`config.mk`:
```
export PLATFORM = sky130hd
export DESIGN_NAME = dbra_cmd
export DESIGN_NICKNAME = d
export VERILOG_FILES = /design/src/common/dbra_pkg.sv /design/src/rtl/dbra_cmd.sv
export SDC_FILE = /design/constraint.sdc
export NUM_CORES = 1
export LEC_CHECK = 0
export BUFFER_PORTS_ARGS = -buffer_cell sky130_fd_sc_hd__buf_2
export CAP_MARGIN = 20
export CORE_MARGIN = 2
export CORE_UTILIZATION = 51
export DETAILED_ROUTE_END_ITERATION = 6
export PLACE_DENSITY_LB_ADDON = 0.1
export SYNTH_ARGS = -nofsm -noshare
export SYNTH_HDL_FRONTEND = slang
export SYNTH_SLANG_ARGS = --single-unit
```
`constraint.sdc`:
```
create_clock -name clk_in -period 5.77 [get_ports clk_in]
set_clock_uncertainty 0.2 [all_clocks]
set_input_delay 0 -clock clk_in [delete_from_list [all_inputs] [get_ports clk_in]]
set_output_delay 0 -clock clk_in [all_outputs]
set_load 0.01 [all_outputs]
```
`src/common/dbra_pkg.sv`:
```
// package: debug register access command constants and types
package dbra_pkg;

    // ----------------------------------------------------------------
    // debug register addresses
    // ----------------------------------------------------------------
    localparam logic [7:0] ADDR_WR_UPPER = 8'h13;
    localparam logic [7:0] ADDR_WR_HIGH  = 8'h14;
    localparam logic [7:0] ADDR_WR_LOW   = 8'h15;
    localparam logic [7:0] ADDR_COMMAND  = 8'h16;

    // ----------------------------------------------------------------
    // command codes
    // ----------------------------------------------------------------
    localparam logic [7:0] CMD_RD_MEMORY_BASE_REGISTER_AF = 8'h00;
    localparam logic [7:0] CMD_RD_BC       = 8'h01;
    localparam logic [7:0] CMD_RD_DE       = 8'h02;
    localparam logic [7:0] CMD_RD_HL       = 8'h03;
    localparam logic [7:0] CMD_RD_IX       = 8'h04;
    localparam logic [7:0] CMD_RD_IY       = 8'h05;
    localparam logic [7:0] CMD_RD_SP       = 8'h06;
    localparam logic [7:0] CMD_RD_PC       = 8'h07;
    localparam logic [7:0] CMD_SET_LONG    = 8'h08;
    localparam logic [7:0] CMD_CLR_LONG    = 8'h09;
    localparam logic [7:0] CMD_EXCHANGE    = 8'h0a;
    localparam logic [7:0] CMD_RD_MEM      = 8'h0b;
    localparam logic [7:0] CMD_WR_MEMORY_BASE_REGISTER_AF = 8'h80;
    localparam logic [7:0] CMD_WR_BC       = 8'h81;
    localparam logic [7:0] CMD_WR_DE       = 8'h82;
    localparam logic [7:0] CMD_WR_HL       = 8'h83;
    localparam logic [7:0] CMD_WR_IX       = 8'h84;
    localparam logic [7:0] CMD_WR_IY       = 8'h85;
    localparam logic [7:0] CMD_WR_SP       = 8'h86;
    localparam logic [7:0] CMD_WR_PC       = 8'h87;
    localparam logic [7:0] CMD_WR_MEM      = 8'h8b;

    // ----------------------------------------------------------------
    // reset values and pc step
    // ----------------------------------------------------------------
    localparam logic [7:0]  RST_BYTE = 8'h00;
    localparam logic [23:0] RST_WORD = 24'h000000;
    localparam logic [23:0] PC_STEP  = 24'h000001;

    // ----------------------------------------------------------------
    // types
    // ----------------------------------------------------------------
    typedef struct packed {
        logic [7:0] upper;
        logic [7:0] high;
        logic [7:0] low;
    } dbra_triple_t;

    typedef struct packed {
        logic [7:0]   memory_base_register;
        logic [7:0]   acc;
        logic [7:0]   flags;
        dbra_triple_t bc;
        dbra_triple_t de;
        dbra_triple_t hl;
        dbra_triple_t ix;
        dbra_triple_t iy;
        logic [23:0]  sp_long;
        logic [15:0]  sp_short;
        logic [23:0]  pc;
        logic         long_mode;
    } dbra_cpu_t;

    typedef struct packed {
        logic [7:0]   acc;
        logic [7:0]   flags;
        dbra_triple_t bc;
        dbra_triple_t de;
        dbra_triple_t hl;
    } dbra_alt_t;

    typedef enum logic [2:0] {
        ST_IDLE     = 3'b001,
        ST_MEM_RD   = 3'b010,
        ST_MEM_WR   = 3'b100
    } dbra_state_t;

endpackage

```
`src/rtl/dbra_cmd.sv`:
```
// debug register access command executor
`timescale 1ns/1ps
`default_nettype none
// --------------------------------------------------------------------
// --------------------------------------------------------------------
module dbra_cmd (
    // clock and reset
    input  wire logic                 clk_in,
    input  wire logic                 reset_n_in,
    // byte stream from the serial link front end
    input  wire logic                 xfer_start_in,
    input  wire logic [7:0]           xfer_addr_in,
    input  wire logic                 byte_valid_in,
    input  wire logic [7:0]           byte_data_in,
    // memory port
    output logic                      mem_rd_out,
    output logic                      mem_wr_out,
    output logic [23:0]               mem_addr_out,
    output logic [7:0]                mem_wdata_out,
    input  wire logic [7:0]           mem_rdata_in,
    input  wire logic                 mem_ack_in,
    // results and state
    output dbra_pkg::dbra_triple_t    rd_result_out,
    output dbra_pkg::dbra_cpu_t       cpu_regs_out,
    output logic                      busy_out
);

    // ----------------------------------------------------------------
    // state
    // ----------------------------------------------------------------
    typedef struct packed {
        logic [7:0]              addr;
        dbra_pkg::dbra_triple_t  operand;
        dbra_pkg::dbra_triple_t  result;
        dbra_pkg::dbra_cpu_t     cpu;
        dbra_pkg::dbra_alt_t     alt;
        dbra_pkg::dbra_state_t   state;
        logic                    mem_rd;
        logic                    mem_wr;
        logic [23:0]             mem_addr;
        logic [7:0]              mem_wdata;
    } dbra_regs_t;

    dbra_regs_t regs_ff;
    dbra_regs_t nxt_regs;

    // memory address depends on mode: short mode pages with memory_base_register
    function automatic logic [23:0] mem_address(
        input dbra_pkg::dbra_cpu_t c
    );
        mem_address = c.long_mode ? c.pc : {c.memory_base_register, c.pc[15:0]};
    endfunction

    function automatic logic [23:0] pc_next(input logic [23:0] pc);
        pc_next = pc + dbra_pkg::PC_STEP;
    endfunction

    logic       cmd_write;
    logic [7:0] cur_addr;

    always_comb begin
        nxt_regs  = regs_ff;
        cur_addr  = xfer_start_in ? xfer_addr_in : regs_ff.addr;
        cmd_write = 1'b0;
        if (xfer_start_in) begin
            nxt_regs.addr = xfer_addr_in;
        end
        // bytes arriving during a memory cycle are dropped; link must wait
        if (byte_valid_in && (regs_ff.state == dbra_pkg::ST_IDLE)) begin
            nxt_regs.addr = cur_addr + 8'h01;
            if (cur_addr == dbra_pkg::ADDR_WR_UPPER) begin
                nxt_regs.operand.upper = byte_data_in;
            end else if (cur_addr == dbra_pkg::ADDR_WR_HIGH) begin
                nxt_regs.operand.high = byte_data_in;
            end else if (cur_addr == dbra_pkg::ADDR_WR_LOW) begin
                nxt_regs.operand.low = byte_data_in;
            end else if (cur_addr == dbra_pkg::ADDR_COMMAND) begin
                cmd_write = 1'b1;
            end
        end
        if (cmd_write) begin
            case (byte_data_in)
                dbra_pkg::CMD_RD_MEMORY_BASE_REGISTER_AF: begin
                    nxt_regs.result = {regs_ff.cpu.memory_base_register,
                                       regs_ff.cpu.flags, regs_ff.cpu.acc};
                end
                dbra_pkg::CMD_RD_BC: nxt_regs.result = regs_ff.cpu.bc;
                dbra_pkg::CMD_RD_DE: nxt_regs.result = regs_ff.cpu.de;
                dbra_pkg::CMD_RD_HL: nxt_regs.result = regs_ff.cpu.hl;
                dbra_pkg::CMD_RD_IX: nxt_regs.result = regs_ff.cpu.ix;
                dbra_pkg::CMD_RD_IY: nxt_regs.result = regs_ff.cpu.iy;
                dbra_pkg::CMD_RD_SP: begin
                    nxt_regs.result = regs_ff.cpu.long_mode
                        ? regs_ff.cpu.sp_long
                        : {dbra_pkg::RST_BYTE, regs_ff.cpu.sp_short};
                end
                dbra_pkg::CMD_RD_PC: nxt_regs.result = regs_ff.cpu.pc;
                dbra_pkg::CMD_SET_LONG: nxt_regs.cpu.long_mode = 1'b1;
                dbra_pkg::CMD_CLR_LONG: nxt_regs.cpu.long_mode = 1'b0;
                dbra_pkg::CMD_EXCHANGE: begin
                    nxt_regs.alt = {regs_ff.cpu.acc, regs_ff.cpu.flags,
                                    regs_ff.cpu.bc, regs_ff.cpu.de,
                                    regs_ff.cpu.hl};
                    nxt_regs.cpu.acc   = regs_ff.alt.acc;
                    nxt_regs.cpu.flags = regs_ff.alt.flags;
                    nxt_regs.cpu.bc    = regs_ff.alt.bc;
                    nxt_regs.cpu.de    = regs_ff.alt.de;
                    nxt_regs.cpu.hl    = regs_ff.alt.hl;
                end
                dbra_pkg::CMD_RD_MEM: begin
                    nxt_regs.state    = dbra_pkg::ST_MEM_RD;
                    nxt_regs.mem_rd   = 1'b1;
                    nxt_regs.mem_addr = mem_address(regs_ff.cpu);
                end
                dbra_pkg::CMD_WR_MEMORY_BASE_REGISTER_AF: begin
                    nxt_regs.cpu.memory_base_register = regs_ff.operand.upper;
                    nxt_regs.cpu.flags = regs_ff.operand.high;
                    nxt_regs.cpu.acc   = regs_ff.operand.low;
                end
                dbra_pkg::CMD_WR_BC: nxt_regs.cpu.bc = regs_ff.operand;
                dbra_pkg::CMD_WR_DE: nxt_regs.cpu.de = regs_ff.operand;
                dbra_pkg::CMD_WR_HL: nxt_regs.cpu.hl = regs_ff.operand;
                dbra_pkg::CMD_WR_IX: nxt_regs.cpu.ix = regs_ff.operand;
                dbra_pkg::CMD_WR_IY: nxt_regs.cpu.iy = regs_ff.operand;
                dbra_pkg::CMD_WR_SP: begin
                    if (regs_ff.cpu.long_mode) begin
                        nxt_regs.cpu.sp_long = regs_ff.operand;
                    end else begin
                        nxt_regs.cpu.sp_short = regs_ff.operand[15:0];
                    end
                end
                dbra_pkg::CMD_WR_PC: nxt_regs.cpu.pc = regs_ff.operand;
                dbra_pkg::CMD_WR_MEM: begin
                    nxt_regs.state     = dbra_pkg::ST_MEM_WR;
                    nxt_regs.mem_wr    = 1'b1;
                    nxt_regs.mem_addr  = mem_address(regs_ff.cpu);
                    nxt_regs.mem_wdata = regs_ff.operand.low;
                end
                default: begin
                    nxt_regs.state = regs_ff.state;
                end
            endcase
        end
        // memory cycle completion
        case (regs_ff.state)
            dbra_pkg::ST_MEM_RD: begin
                if (mem_ack_in) begin
                    nxt_regs.result = {dbra_pkg::RST_BYTE,
                                       dbra_pkg::RST_BYTE, mem_rdata_in};
                    nxt_regs.cpu.pc = pc_next(regs_ff.cpu.pc);
                    nxt_regs.mem_rd = 1'b0;
                    nxt_regs.state  = dbra_pkg::ST_IDLE;
                end
            end
            dbra_pkg::ST_MEM_WR: begin
                if (mem_ack_in) begin
                    nxt_regs.cpu.pc = pc_next(regs_ff.cpu.pc);
                    nxt_regs.mem_wr = 1'b0;
                    nxt_regs.state  = dbra_pkg::ST_IDLE;
                end
            end
            default: begin
                nxt_regs.mem_rd = nxt_regs.mem_rd;
            end
        endcase
    end

    // ----------------------------------------------------------------
    // registers
    // ----------------------------------------------------------------
    always_ff @(posedge clk_in) begin
        if (!reset_n_in) begin
            regs_ff       <= '0;
            regs_ff.state <= dbra_pkg::ST_IDLE;
        end else begin
            regs_ff <= nxt_regs;
        end
    end

    // ----------------------------------------------------------------
    // outputs
    // ----------------------------------------------------------------
    // result bytes
    assign rd_result_out = regs_ff.result;
    assign cpu_regs_out  = regs_ff.cpu;
    assign mem_rd_out    = regs_ff.mem_rd;
    assign mem_wr_out    = regs_ff.mem_wr;
    assign mem_addr_out  = regs_ff.mem_addr;
    assign mem_wdata_out = regs_ff.mem_wdata;
    assign busy_out      = (regs_ff.state != dbra_pkg::ST_IDLE);

endmodule
`default_nettype wire

```
==> out/metrics.cfg <==
[status]
status = finished, final reports clean

[power]
p_comb_share_pct = 4.2
sequentialPowerShare_pct = 46.7
switchingPower_mw = 1.33
irDropWorstVdd_mv = 0.289
leakagePower_nw = 8.82
p_per_area_nw_per_um2 = 272
p_sw_share_pct = 23.0
intPower_mw = 4.45
p_clk_share_pct = 49.1

[yosys]
yosys.area.top_type_share_pct = 39.9
ys_async_sr_fraction_pct = 0
avgSynthCellArea_um2 = 8.41
syn_inst = 2327
synth_cell_types = 81
ys.flop_type = dfxtp_1
synth_area_leader_cell = dfxtp_1
ys_ff_latch = 390
synthTopCellsByArea = dfxtp_1 (40%), buf_4 (10%), nand2_1 (8.1%), mux2i_1 (6.8%), a21oi_1 (4.4%)
synth_edf_count = 0
yosysSeqAreaShare_pct = 39.9
synth_nets = 2361
synth.cell_area_um2 = 19600
yosys_warnings = 0

[detailed_routing]
first_iter_violations = 1784
final_antenna_net_count = 0
vias_per_cell = 6.10
dr.pass1.iters = 6
wire_per_inst_um = 25.1
detailroute.via_count = 17400
wirelength_um = 71400
drc = 0

[layout]
final_common_cell = nand2_1
final_cell_mix = nand2_1 (423), dfxtp_1 (389), buf_2 (295)
nets = 2341
syn2layout_area_growth_pct = 8.32
final_layout_size_suffix_gt1_share_pct = 21.6
fin_util_pct = 56.2

[worst_setup_path]
path_cells = dlygate4sd3_1 > buf_2 > mux2i_1 > inv_1 > ha_1 > nand4_1 > xnor2_1 > dlygate4sd3_1 > nand2_1 > dlygate4sd3_1 > a21oi_1 > dlygate4sd3_1
worstPathBufferInverterCount = 6
crit_family = buffers and inverters
crit_type = primary input to register
cp-start-kind = primary input
worstPathArrival_ns = 3.99
cp_max_fo = 20
endpoint_kind = register
cp_common_cell = dlygate4sd3_1
critical_path.slowest_cell = dlygate4sd3_1
required_ns = 6.08
slowest_delay_ns = 0.57

[job]
maxCapViolations = 0

[sta]
slew_viol_final = 0
relSlewSlack_pct = 26.1
grt_setup_unrepaired = false
hold_viol_final = 0
setup_tns_ns = 0
tightest_slew_ns = 1.11
worst_slack_ns = 2.09
layout_min_cycle_time_ns = 3.68
holdWs_ns = 0.0184
finalCritPeriodShare_pct = 63.7
fmax_ghz = 0.272
setup_viol = 0

[die]
die_area_um2 = 40000
ioPinCount = 297
core_area_um2 = 37800
die_w_um = 200
die_y_um = 200
start_util_pct = 51.9
rows = 71

[clocking]
cts_tree = yes
cts_htree_levels = 2
cts_buffers = 43
root_buffer = clkbuf_16
postCtsSetupBuffers = 0
clkSlewWorstSetupHoldPaths_ns = 0.06
clock_latency_ns = 0.58
cts_buffer_depth = 3
cts_sinks = 390

[global_route]
globalRouteOverflowTotal = 0
grt_max_degree = 108
grt_pass1_vias = 15400
use_met3_pct = 7.48
antenna_found_initial = 1
top_usage_layer = met2
grt_pass1_wl_um = 103000
grt_util_met1_pct = 49.7
grt_util_met2_pct = 50.1
grt_usage_pct = 34.9

[hold_path]
hold_path_class = primary input to register

[placement]
place_ws_ns = 2.14
place.gp.congestion = 0.974
hpwl_um = 48900
numPortBuffers = 296

worst reg2reg max path: cells and delay by family (launching register included):
kind | cells | cell delay (ns)
fa+ha+maj | 1 | 0.31
buf+inv | 4 | 1.84
flops | 1 | 0.30
xor+xnor | 1 | 0.14
mux | 1 | 0.35
simple gates | 2 | 0.17
compound gates | 1 | 0.12
layout make-up:
| class | instances | area (um2) |
|---|---|---|
| fillers | 3517 | 16500 |
| clock buffers | 63 | 1290 |
| diodes | 1 | 2.50 |
| flip-flops and latches | 390 | 7810 |
| well taps | 511 | 639 |
| multi-input cells | 1486 | 9020 |
| repair buffers | 378 | 2260 |
| clock inverters | 12 | 153 |
| inverters | 8 | 35.0 |
stage by stage:
stage          power [mW]  std cells  instance area [um2]
2_1_floorplan        2.90       2327                19600
3_3_place_gp         2.96       2721                19200
3_5_place_dp         2.96       2722                19200
4_1_cts              5.79       2845                21200
5_1_grt              5.92       2848                21200
6_report             5.78       2849                21200
path summary, 6_finish.rpt:
path	slack, ns	startpoint	to	cells after the start
worst max-delay path	2.09	xfer_start_in	regs_ff[386]$_SDFF_PN0_	12
worst min register to register	0.25	mem_addr_out[16]$_SDFFE_PN0P_	mem_addr_out[16]$_SDFFE_PN0P_	2
worst min-delay path	0.02	mem_rdata_in[0]	rd_result_out[0]$_SDFF_PN0_	4
worst max register to register	2.29	regs_ff[383]$_SDFF_PN0_	regs_ff[386]$_SDFF_PN0_	10
cells in the mapped netlist (5+ instances only):
| cell type | count |
|---|---|
| nand2b_1 | 7 |
| a221oi_1 | 10 |
| mux2_2 | 58 |
| a311oi_1 | 7 |
| nor2_1 | 62 |
| nor2b_1 | 9 |
| a21oi_1 | 173 |
| nor4_1 | 6 |
| nor3_1 | 13 |
| a22oi_1 | 18 |
| ha_1 | 5 |
| nand3b_1 | 5 |
| a2111oi_0 | 7 |
| a31oi_1 | 14 |
| nand3_1 | 155 |
| and2_1 | 6 |
| o211a_1 | 26 |
| clkbuf_1 | 109 |
| a221o_1 | 5 |
| buf_1 | 12 |
| dfxtp_1 | 390 |
| o22ai_1 | 27 |
| xnor2_1 | 7 |
| and4_1 | 6 |
| buf_2 | 51 |
| a211oi_1 | 8 |
| nand2_1 | 423 |
| inv_1 | 7 |
| or2_2 | 9 |
| mux2i_1 | 133 |
| a32oi_1 | 7 |
| nand4_1 | 25 |
| a211o_1 | 6 |
| o211ai_1 | 5 |
| and3_1 | 12 |
| o21ai_0 | 115 |
| o31ai_1 | 33 |
| buf_4 | 268 |
| a2bb2oi_1 | 8 |
sequential cells by signal (all words and copies together) (netlist names):
name,count
cpu_regs_out,209
mem_addr_out,24
mem_rd_out,1
mem_wdata_out,8
mem_wr_out,1
rd_result_out,24
regs_ff,123
power by group through the flow:
stage | clock, mW | sequential, mW | combinational [mW]
final | 2.84 | 2.70 | 0.241
after global routing | 2.97 | 2.70 | 0.251
after CTS | 2.86 | 2.70 | 0.231
after detailed placement | 0 | 2.76 | 0.203
after global placement | 0 | 2.76 | 0.202
after floorplan | 0 | 2.76 | 0.136
per-layer routing:
layer  share of wire [%]  wire length (um)  vias to the layer above
met3                  10              7280                      158
met1                  43             30700                     8371
met5               0.015                11                        -
met4                 4.7              3390                        2
met2                  42             30100                      972
li1                    -                 -                     7872
what timing repair did:
action,CTS,global route
gates resized for setup,0,0
hold endpoints to repair,89,0
hold buffers,48,0
cell families (layout without fill, tap and decap cells):
family / Yosys count / in the layout / synth area share (%)
compound gates: 498 / 498 / 16.1
fa+ha+maj: 5 / 5 / 0.319
mux: 192 / 192 / 10.2
xor+xnor: 9 / 9 / 0.403
flops: 390 / 390 / 39.9
other cells: 0 / 1 / 0
simple gates: 782 / 782 / 18.8
buf+inv: 451 / 461 / 14.2
Power figures use the tool's default switching activity.
